**src/endpoint_control_pkg.sv**
```systemverilog
// package: endpoint control map, field positions, codes and reset values
// Overview of operation
// tx iso set: every sent packet counts good, number goes to completion fifo
// tx iso clear: sent packet held until host ack arrives
// good transmitted packet leaves the tx queue and its buffer is freed
// rx iso set: no handshake for out or setup
// address match starts page allocation and a new packet record
// firmware checks pid and crc valid and dequeues bad packets
// tx control 00 disabled silent, 01 stall on in
// tx control 10 data or nak by queue, 11 always nak; code sends no nak while tx iso is set
// rx control 00 disabled silent, 01 stall on out
// rx control 10 ack or nak by receive ready, 11 always nak
// tx toggle inverts after each successful transmission
// firmware changes tx toggle only while endpoint disabled; code accepts tx toggle writes at any time
// read-only rx toggle at bit 0 shows last data0 or data1
// sixteen registers 0x7f80..0x7f8f indexed by token endpoint number
// firmware stalls in two steps: clear high bit, then set low bit
// unexpected toggle flagged when toggle equals previous toggle
// all control registers reset to zero
package endpoint_control_pkg;
  localparam logic [15:0] ENDPOINT_CONTROL_BASE  = 16'h7f80;
  localparam logic [15:0] ENDPOINT_CONTROL_LAST  = 16'h7f8f;
  localparam int          NUM_EP        = 16;
  localparam int          TX_ISO_BIT    = 7;
  localparam int          RX_ISO_BIT    = 6;
  localparam int          TX_HI_BIT     = 5;
  localparam int          RX_HI_BIT     = 4;
  localparam int          TX_LO_BIT     = 3;
  localparam int          RX_LO_BIT     = 2;
  localparam int          TX_TOG_BIT    = 1;
  localparam int          RX_TOG_BIT    = 0;
  localparam logic [7:0]  ENDPOINT_CONTROL_RESET = 8'h00;
  localparam logic [7:0]  EP_WR_MASK    = 8'hfe;
  localparam logic [1:0]  CONT_OFF      = 2'h0;
  localparam logic [1:0]  CONT_STALL    = 2'h1;
  localparam logic [1:0]  CONT_NORMAL   = 2'h2;
  localparam logic [1:0]  CONT_NAK      = 2'h3;
  // handshake answer codes
  localparam logic [1:0]  HS_NONE       = 2'h0;
  localparam logic [1:0]  HS_ACK        = 2'h1;
  localparam logic [1:0]  HS_NAK        = 2'h2;
  localparam logic [1:0]  HS_STALL      = 2'h3;
  typedef enum logic [1:0] {
    TOK_OUT,
    TOK_IN,
    TOK_SETUP
  } token_e;
endpackage : endpoint_control_pkg

```
**src/rx_response.sv**
```systemverilog
// module: receive side handshake decision and toggle check
`timescale 1ns/1ps
module rx_response
  import endpoint_control_pkg::*;
(
  input  wire logic       iso,
  input  wire logic [1:0] cont,
  input  wire logic       rx_ready,
  input  wire logic       pkt_toggle,
  input  wire logic       last_toggle,
  output logic [1:0]      hs,
  output logic            bad_toggle
);
  // out/setup answer from rx control
  always_comb begin
    case (cont)
      CONT_STALL:  hs = HS_STALL;
      CONT_NORMAL: hs = rx_ready ? HS_ACK : HS_NAK;
      CONT_NAK:    hs = HS_NAK;
      default:     hs = HS_NONE;
    endcase
    if (iso) begin
      hs = HS_NONE;
    end
  end

  // same toggle twice in a row
  assign bad_toggle = (pkt_toggle == last_toggle);
endmodule : rx_response

```
**src/tx_response.sv**
```systemverilog
// module: transmit side in-token answer decision
`timescale 1ns/1ps
module tx_response
  import endpoint_control_pkg::*;
(
  input  wire logic       iso,
  input  wire logic [1:0] cont,
  input  wire logic       queue_has_data,
  output logic            send_data,
  output logic [1:0]      hs
);
  // in answer from tx control
  always_comb begin
    send_data = 1'b0;
    hs        = HS_NONE;
    case (cont)
      CONT_STALL: hs = HS_STALL;
      CONT_NORMAL: begin
        send_data = queue_has_data;
        hs        = queue_has_data ? HS_NONE : HS_NAK;
      end
      CONT_NAK: hs = HS_NAK;
      default:  hs = HS_NONE;
    endcase
    if (iso && hs == HS_NAK) begin
      hs = HS_NONE;
    end
  end
endmodule : tx_response

```
**src/usb_endpoint_handshake_control.sv**
```systemverilog
// module: per-endpoint control registers and token response sequencing
//
// The strobed register port was chosen for this implementation.
`timescale 1ns/1ps
module usb_endpoint_handshake_control
  import endpoint_control_pkg::*;
#(
  parameter int EP_COUNT = NUM_EP
)(
  input  wire logic        clk,
  input  wire logic        rst_n,
  // register port
  input  wire logic [15:0] reg_addr,
  input  wire logic [7:0]  reg_wdata,
  input  wire logic        reg_wr,
  input  wire logic        reg_rd,
  output logic [7:0]       reg_rdata,
  // decoded token from the serial engine
  input  wire logic        token_valid,
  input  wire logic [1:0]  token_kind,
  input  wire logic [3:0]  token_ep,
  input  wire logic        addr_match,
  // packet end events
  input  wire logic        rx_done,
  input  wire logic        rx_data_toggle,
  input  wire logic        rx_ready,
  input  wire logic        tx_done,
  input  wire logic        host_ack,
  input  wire logic        tx_queue_has_data,
  input  wire logic [3:0]  tx_packet_num,
  // answers
  output logic [1:0]       handshake,
  output logic             handshake_valid,
  output logic             send_data,
  output logic             tx_data_toggle,
  output logic             page_alloc_start,
  output logic             unexpected_toggle_flag,
  output logic             completion_push,
  output logic [3:0]       completion_num,
  output logic             tx_dequeue
);
  ////////////////////////////////////////////////////////////////////////
  // reset release
  logic rst_s1;
  logic rst_s2;
  always_ff @(posedge clk or negedge rst_n) begin
    if (!rst_n) begin
      rst_s1 <= 1'b0;
      rst_s2 <= 1'b0;
    end else begin
      rst_s1 <= 1'b1;
      rst_s2 <= rst_s1;
    end
  end
  logic rst_i_n;
  assign rst_i_n = rst_s2;

  ////////////////////////////////////////////////////////////////////////
  // state
  typedef enum logic [1:0] {
    ST_IDLE,
    ST_TX_WAIT,
    ST_RX_WAIT
  } seq_e;
  seq_e        state;
  logic [7:0]  ep_reg [EP_COUNT];
  logic [3:0]  cur_ep;
  logic [3:0]  cur_pkt;
  logic [7:0]  sel;
  logic [3:0]  wr_idx;
  logic        wr_hit;
  logic        rd_hit;
  logic        tx_good;
  logic        rx_take;
  logic [1:0]  tx_hs;
  logic [1:0]  rx_hs;
  logic        tx_send;
  logic        rx_bad;
  logic [7:0]  tok_reg;

  assign wr_idx = reg_addr[3:0];
  assign wr_hit = reg_wr && reg_addr >= ENDPOINT_CONTROL_BASE
                  && reg_addr <= ENDPOINT_CONTROL_LAST;
  assign rd_hit = reg_rd && reg_addr >= ENDPOINT_CONTROL_BASE
                  && reg_addr <= ENDPOINT_CONTROL_LAST;
  assign sel     = ep_reg[cur_ep];
  assign tok_reg = ep_reg[token_ep];
  // successful transmission: iso always, else after ack
  assign tx_good = state == ST_TX_WAIT && tx_done
                   && (sel[TX_ISO_BIT] || host_ack);
  assign rx_take = state == ST_RX_WAIT && rx_done;

  ////////////////////////////////////////////////////////////////////////
  // answer decoders
  tx_response u_tx (
    .iso            (tok_reg[TX_ISO_BIT]),
    .cont           ({tok_reg[TX_HI_BIT], tok_reg[TX_LO_BIT]}),
    .queue_has_data (tx_queue_has_data),
    .send_data      (tx_send),
    .hs             (tx_hs)
  );

  rx_response u_rx (
    .iso         (sel[RX_ISO_BIT]),
    .cont        ({sel[RX_HI_BIT], sel[RX_LO_BIT]}),
    .rx_ready    (rx_ready),
    .pkt_toggle  (rx_data_toggle),
    .last_toggle (sel[RX_TOG_BIT]),
    .hs          (rx_hs),
    .bad_toggle  (rx_bad)
  );

  ////////////////////////////////////////////////////////////////////////
  // control registers: firmware write, toggle updates
  genvar g;
  generate
    for (g = 0; g < EP_COUNT; g++) begin : g_ep
      always_ff @(posedge clk or negedge rst_i_n) begin
        if (!rst_i_n) begin
          ep_reg[g] <= ENDPOINT_CONTROL_RESET;
        end else begin
          if (wr_hit && wr_idx == 4'(g)) begin
            ep_reg[g][7:1] <= reg_wdata[7:1];
          end
          if (tx_good && cur_ep == 4'(g)) begin
            ep_reg[g][TX_TOG_BIT] <= ~ep_reg[g][TX_TOG_BIT];
          end
          if (rx_take && cur_ep == 4'(g)) begin
            ep_reg[g][RX_TOG_BIT] <= rx_data_toggle;
          end
        end
      end
    end
  endgenerate

  ////////////////////////////////////////////////////////////////////////
  // read data, one cycle after strobe
  always_ff @(posedge clk or negedge rst_i_n) begin
    if (!rst_i_n) begin
      reg_rdata <= 8'h00;
    end else if (rd_hit) begin
      reg_rdata <= ep_reg[wr_idx];
    end else begin
      reg_rdata <= 8'h00;
    end
  end

  ////////////////////////////////////////////////////////////////////////
  // transaction sequencer
  always_ff @(posedge clk or negedge rst_i_n) begin
    if (!rst_i_n) begin
      state   <= ST_IDLE;
      cur_ep  <= 4'h0;
      cur_pkt <= 4'h0;
    end else begin
      case (state)
        ST_IDLE: begin
          if (token_valid && addr_match) begin
            cur_ep  <= token_ep;
            cur_pkt <= tx_packet_num;
            if (token_kind == 2'(TOK_IN)) begin
              if (tx_send) begin
                state <= ST_TX_WAIT;
              end
            end else begin
              state <= ST_RX_WAIT;
            end
          end
        end
        ST_TX_WAIT: begin
          if (tx_done) begin
            state <= ST_IDLE;
          end
        end
        ST_RX_WAIT: begin
          if (rx_done) begin
            state <= ST_IDLE;
          end
        end
        default: state <= ST_IDLE;
      endcase
    end
  end

  ////////////////////////////////////////////////////////////////////////
  // outputs: handshakes, record start, completion
  always_ff @(posedge clk or negedge rst_i_n) begin
    if (!rst_i_n) begin
      handshake              <= HS_NONE;
      handshake_valid        <= 1'b0;
      send_data              <= 1'b0;
      page_alloc_start       <= 1'b0;
      unexpected_toggle_flag <= 1'b0;
      completion_push        <= 1'b0;
      completion_num         <= 4'h0;
      tx_dequeue             <= 1'b0;
    end else begin
      handshake_valid  <= 1'b0;
      handshake        <= HS_NONE;
      send_data        <= 1'b0;
      page_alloc_start <= 1'b0;
      completion_push  <= tx_good;
      tx_dequeue       <= tx_good;
      if (tx_good) begin
        completion_num <= cur_pkt;
      end
      if (state == ST_IDLE && token_valid && addr_match) begin
        if (token_kind == 2'(TOK_IN)) begin
          send_data       <= tx_send;
          handshake       <= tx_hs;
          handshake_valid <= tx_hs != HS_NONE;
        end else begin
          page_alloc_start <= 1'b1;
        end
      end
      if (rx_take) begin
        handshake              <= rx_hs;
        handshake_valid        <= rx_hs != HS_NONE;
        unexpected_toggle_flag <= rx_bad;
      end
    end
  end

  assign tx_data_toggle = sel[TX_TOG_BIT];

  ////////////////////////////////////////////////////////////////////////
  // more checks: register port, token answers, release steps
  logic in_tok;
  // matched in token while idle
  assign in_tok = state == ST_IDLE && token_valid && addr_match
                  && token_kind == 2'(TOK_IN);
endmodule : usb_endpoint_handshake_control

```
**config.mk**
```make
export PLATFORM = sky130hd
export DESIGN_NAME = usb_endpoint_handshake_control
export DESIGN_NICKNAME = d
export VERILOG_FILES = /design/src/endpoint_control_pkg.sv /design/src/rx_response.sv /design/src/tx_response.sv /design/src/usb_endpoint_handshake_control.sv
export SDC_FILE = /design/constraint.sdc
export NUM_CORES = 1
export LEC_CHECK = 0
export ABC_AREA = 1
export ABC_CLOCK_PERIOD_IN_PS = 13450
export BUFFER_PORTS_ARGS = -buffer_cell sky130_fd_sc_hd__buf_2
export CAP_MARGIN = 10
export CELL_PAD_IN_SITES_DETAIL_PLACEMENT = 0
export CELL_PAD_IN_SITES_GLOBAL_PLACEMENT = 1
export CORE_ASPECT_RATIO = 0.9
export CORE_MARGIN = 5
export CORE_UTILIZATION = 36
export CTS_BUF_LIST = sky130_fd_sc_hd__clkbuf_4 sky130_fd_sc_hd__clkbuf_8 sky130_fd_sc_hd__clkbuf_16
export DETAILED_ROUTE_END_ITERATION = 16
export PLACE_DENSITY_LB_ADDON = 0.05
export SYNTH_ARGS = -nofsm -noshare
export SYNTH_HDL_FRONTEND = slang
export SYNTH_HIERARCHICAL = 1
export SYNTH_SLANG_ARGS = --single-unit
```
**constraint.sdc**
```tcl
create_clock -name clk -period 13.45 [get_ports clk]
set_input_delay 2.69 -clock clk [delete_from_list [all_inputs] [get_ports clk]]
set_output_delay 2.69 -clock clk [all_outputs]
set_load 0.05 [all_outputs]
```
Yosys cells after proc, flatten, opt, wreduce, memory -nomap -nowiden
Cells that the tools add are included.
{"block": "classes", "reduce_logical": 83, "n_eq_ne": 45, "bitwise_logic": 19, "magnitude_cmp": 5, "n_mux": 65}
{"op": "8-bit binary-select mux with 4-bit select", "count": 3}
{"op": "4-bit == test (second input constant)", "count": 16}
{"op": "1-bit logical AND", "count": 59}
{"op": "8-bit 2-to-1 mux", "count": 7}
{"op": "1-bit 2-to-1 mux", "count": 40}
{"op": "2-bit nonzero test", "count": 18}
{"op": "4-bit by 3-bit == test with 1-bit output (second input constant)", "count": 8}
{"op": "2-bit 2-to-1 mux", "count": 12}
{"op": "2-bit case mux with 3 select lines", "count": 3}
{"op": "4-bit by 2-bit == test with 1-bit output (second input constant)", "count": 4}
{"op": "16-bit by 15-bit >= comparator with 1-bit output (second input constant)", "count": 1}
{"op": "16-bit by 15-bit <= comparator with 1-bit output (second input constant)", "count": 1}
{"op": "1-bit inverter", "count": 16}
{"op": "5-bit >= comparator (second input constant)", "count": 3}
{"op": "4-bit inverter with 5-bit output", "count": 3}
{"op": "2-bit == test (second input constant)", "count": 6}
{"op": "2-bit by 1-bit == test with 1-bit output (second input constant)", "count": 4}
{"op": "4-bit by 1-bit == test with 1-bit output (second input constant)", "count": 2}
{"op": "4-bit zero test", "count": 2}
{"op": "2-bit inequality test (second input constant)", "count": 3}
{"op": "4-bit AND reduction", "count": 1}
{"op": "3-bit inequality test (second input constant)", "count": 1}
{"op": "2-bit zero test", "count": 1}
{"op": "2-bit AND reduction", "count": 1}
{"op": "other kinds (2)", "count": 2}
{"block": "totals", "register_bits": 159, "elab_cells": 278, "output_inout_bits": 21, "in_bits": 46}

Longest topological paths before layout
{"block": "logic_depth", "depth_word": 13, "mapped_depth": 14, "depth_no_buf": 12}

Modules after synthesis
Netlist, hierarchy kept.
{"module": "usb_endpoint_handshake_control", "area_per_inst_um2": 8653.3, "cells_per_inst": 1153, "seq_area_each_um2": 3978.8, "n_inst": 1}
{"module": "rx_response", "area_per_inst_um2": 43.8, "cells_per_inst": 9, "seq_area_each_um2": 0.0, "n_inst": 1}
{"module": "tx_response", "area_per_inst_um2": 38.8, "cells_per_inst": 9, "seq_area_each_um2": 0.0, "n_inst": 1}

Worst setup path before layout
Ideal clock, no wire load.
{"block": "synth_path", "path_type": "reg2out", "startpoint": "reg cur_ep[1]", "endpoint": "out tx_data_toggle", "n_path_buf": 1, "path_slack_ps": 9119, "arrival_ps": 1641, "required_ps": 10760, "stages_incl_launch_ff": 8, "cell_sequence": "dfrtp_1 > inv_2 > nor2_4 > inv_2 > clkbuf_1 > o22ai_1 > o21ai_0 > nand4_1"}
{"block": "synth_between", "elab_chain_cells": 4}
{"item": "from (decl)", "line_no": "usb_endpoint_handshake_control.sv:67", "rtl": "logic [3:0] cur_ep;"}
{"item": "from (signal assigned)", "line_no": "usb_endpoint_handshake_control.sv:159", "rtl": "cur_ep <= token_ep;"}
{"item": "4-bit inverter with 5-bit output (implied by the code)", "line_no": "usb_endpoint_handshake_control.sv:86", "rtl": "assign sel = ep_reg[cur_ep];"}
{"item": "8-bit binary-select mux with 4-bit select", "line_no": "usb_endpoint_handshake_control.sv:86"}
{"item": "8-bit 2-to-1 mux (implied by the code) (2 in a row)", "line_no": "usb_endpoint_handshake_control.sv:86"}
{"item": "to (decl)", "line_no": "usb_endpoint_handshake_control.sv:35", "rtl": "output logic tx_data_toggle,"}
Every way passes these cells. The select of a mux whose other input is x is not followed.

Worst setup path after layout
{"block": "layout_path", "startpoint": "reg cur_ep[0]", "endpoint": "out tx_data_toggle"}
The elaborated chain is that of the path after synthesis.

==> run summary <==
status: finished clean
Net Count, Synth: 1217
Worst Path Max Fanout: 20
YS warnings: 6
std cell rows: 54
diode count: 0
RePlAce Congestion: 0.809
CP delay by family, top: flip-flops
routed via count: 8204
max FFs per register: 128
Die Height: 158 um
startpoint class of the critical path: flop
boundary pin count: 67
final WL: 31300 um
Worst Setup End Kind: output port
Avg Cell Area, Syn: 7.46 um^2
Slew @ Worst Pin: 0.898 ns
Relative slew margins: 40.0%
routed len/inst: 20.5 um
Area Growth Syn to Fin: 12.8%
Starting Density: 36.3%
clk sinks: 159
dpl cells: 1493
fin crit share: 41.0%
die width: 174 um
Seq. cell area: 3980 um^2
library cells used by synthesis: 33
Hold Crit Class: reg2reg
initial antenna violation count: 0
worst hold slack: 0.355 ns
area of the multi-input gates: 3850 um^2
Die Area: 27500 um^2
HPWL after DPL: 20600 um
Final Setup Violations: 0
Post-Syn Instances: 1171
clk root buf: clkbuf_16
cell area after synthesis: 8740 um^2
RSZ-0062 raised after global routing: false
number of global-route vias before repair: 7920
Post-CTS Setup Inserts: 0
post-CTS sizing: 0
register bit total from synthesis: 159
CTS Hold Bufs: 0
H-tree Lvls: 4
Port Buffer Count: 65
TNS Setup: 0 ns
non-filler instance count after layout: 1525
Filler cells: 2504
Power Density: 151 nW/um^2
maxcap violations: 0
first-pass GRT wire length: 48400 um
Total GRT Usage: 23.2%
worst path bufs/invs: 2
CP Data Arrival Time: 2.82 ns
share of post-route cells with drive strength above 1: 12.6%
via density per instance: 5.38
Max Freq: 0.182 GHz
Overall Power: 0.00148 W
CTS Buffer Depth: 2
Worst Skew: 0.0264 ns
maximum VDD drop: 74.7 uV
Slowest-stage cell, CP: dfrtp_1
Slew Limit Fails: 0
Routed Antenna Nets: 0
largest net degree at the start of global routing: 59
CTS tree: yes
worst skew pair latency: 0.45 ns
CP cell instances: nor2_4 -> inv_2 -> o22ai_1 -> o21ai_0 -> nand4_1 -> buf_2
initial DRC count: 727
Num CTS Buffers: 17
final net count: 1250
final hold violation count: 0
router iterations before antenna repair: 6
DRC viols: 0
core area: 24100 um^2
critical path class: reg2out
post-layout minimum cycle time: 5.51 ns
CP Data Required Time: 10.76 ns
sequential share of the synthesized area: 45.5%
grt total ovfl: 0
P_leak: 4.91 nW
crit-path max cell delay: 0.75 ns
Clock transition at path regs: 0.07 ns
metrics by stage:
| stage | util (%) | area [um^2] | setup WS (ns) |
|---|---|---|---|
| floorplan | - | 8740 | 8.69 |
| global placement | 38.5 | 9260 | 8.40 |
| detailed placement | 38.5 | 9260 | 8.43 |
| CTS | 41.0 | 9850 | 7.99 |
| global route | 41.0 | 9850 | 7.81 |
| finish | 41.0 | 9850 | 7.94 |
cell type report:
type                    count  area share (%)
repair buffers             82            4.60
well taps                 308            3.91
inverters                 158            6.02
clock buffers              19            4.60
multi-input cells         786            39.1
flip-flops and latches    159            40.4
clock inverters            13            1.40
cells in the mapped netlist:
| cell | count | area [um^2] |
|---|---|---|
| a21oi_1 | 92 | 460 |
| a21oi_2 | 1 | 8.76 |
| a21oi_4 | 1 | 16.3 |
| a22o_1 | 4 | 35.0 |
| a31oi_1 | 15 | 93.8 |
| buf_1 | 8 | 30.0 |
| buf_2 | 9 | 45.0 |
| buf_4 | 10 | 75.1 |
| buf_6 | 2 | 22.5 |
| clkbuf_1 | 39 | 146 |
| clkinv_1 | 2 | 7.51 |
| conb_1 | 1 | 3.75 |
| dfrtp_1 | 159 | 3980 |
| inv_1 | 144 | 541 |
| inv_2 | 12 | 45.0 |
| nand2_1 | 227 | 852 |
| nand2_2 | 1 | 6.26 |
| nand2_4 | 1 | 11.3 |
| nand3_1 | 45 | 225 |
| nand3_2 | 15 | 150 |
| nand4_1 | 46 | 288 |
| nor2_1 | 114 | 428 |
| nor2_2 | 2 | 12.5 |
| nor2_4 | 2 | 22.5 |
| nor3_1 | 1 | 5.00 |
| nor3b_1 | 1 | 7.51 |
| o21ai_0 | 109 | 546 |
| o21ai_1 | 7 | 35.0 |
| o21bai_1 | 1 | 7.51 |
| o22ai_1 | 97 | 607 |
| o32ai_1 | 1 | 8.76 |
| or2_2 | 1 | 6.26 |
| xnor2_1 | 1 | 8.76 |
logic make-up after synthesis:
group / Yosys count / share of synthesized area (%)
simple gates: 456 / 23.1
compound gates: 328 / 20.8
buf+inv: 226 / 10.4
flops: 159 / 45.5
xor+xnor: 1 / 0.100
other cells: 1 / 0.0429
power breakdown:
group          leakage (nW)  internal, W  switching, W
Clock                 0.292     0.000272      0.000228
Sequential             1.79     0.000560     0.0000602
Combinational          2.83     0.000115      0.000249
Total                  4.91     0.000947      0.000537
placed cells by master (no fill, tap or decap), drive strengths merged, types with 3 or more instances in the layout:
cell type  Yosys  final
buf           29     82
nand3         60     60
clkbuf        39     19
inv          156    166
a22o           4      4
o21ai        116    116
a31oi         15     15
a21oi         94     94
o22ai         97     97
nand2        229    229
clkinv         2      3
nor2         118    118
dfrtp        159    159
nand4         46     46
final timing paths:
check | startpoint | to | slack, ns | cells past startpoint
worst max-delay path | cur_ep[0] | tx_data_toggle | 7.94 | 6
min in group asynchronous | rst_i_n | send_data | 0.44 | 0
max in group asynchronous | rst_i_n | ep_reg[10] | 11.11 | 2
worst min register to register | rst_s1 | rst_i_n | 0.36 | 0
worst min-delay path | rst_s1 | rst_i_n | 0.36 | 0
worst max register to register | cur_ep[0] | handshake_valid | 10.19 | 11
routing by layer:
layer  vias to the layer above  share of wire [%]  GRT usage, %
li1                       4004                  -             -
met5                         -                  0             0
met2                       283                 45          36.7
met1                      3897                 47          33.0
met4                         0                1.0          4.52
met3                        20                7.4          5.13
(Power assumes the default switching activity.)
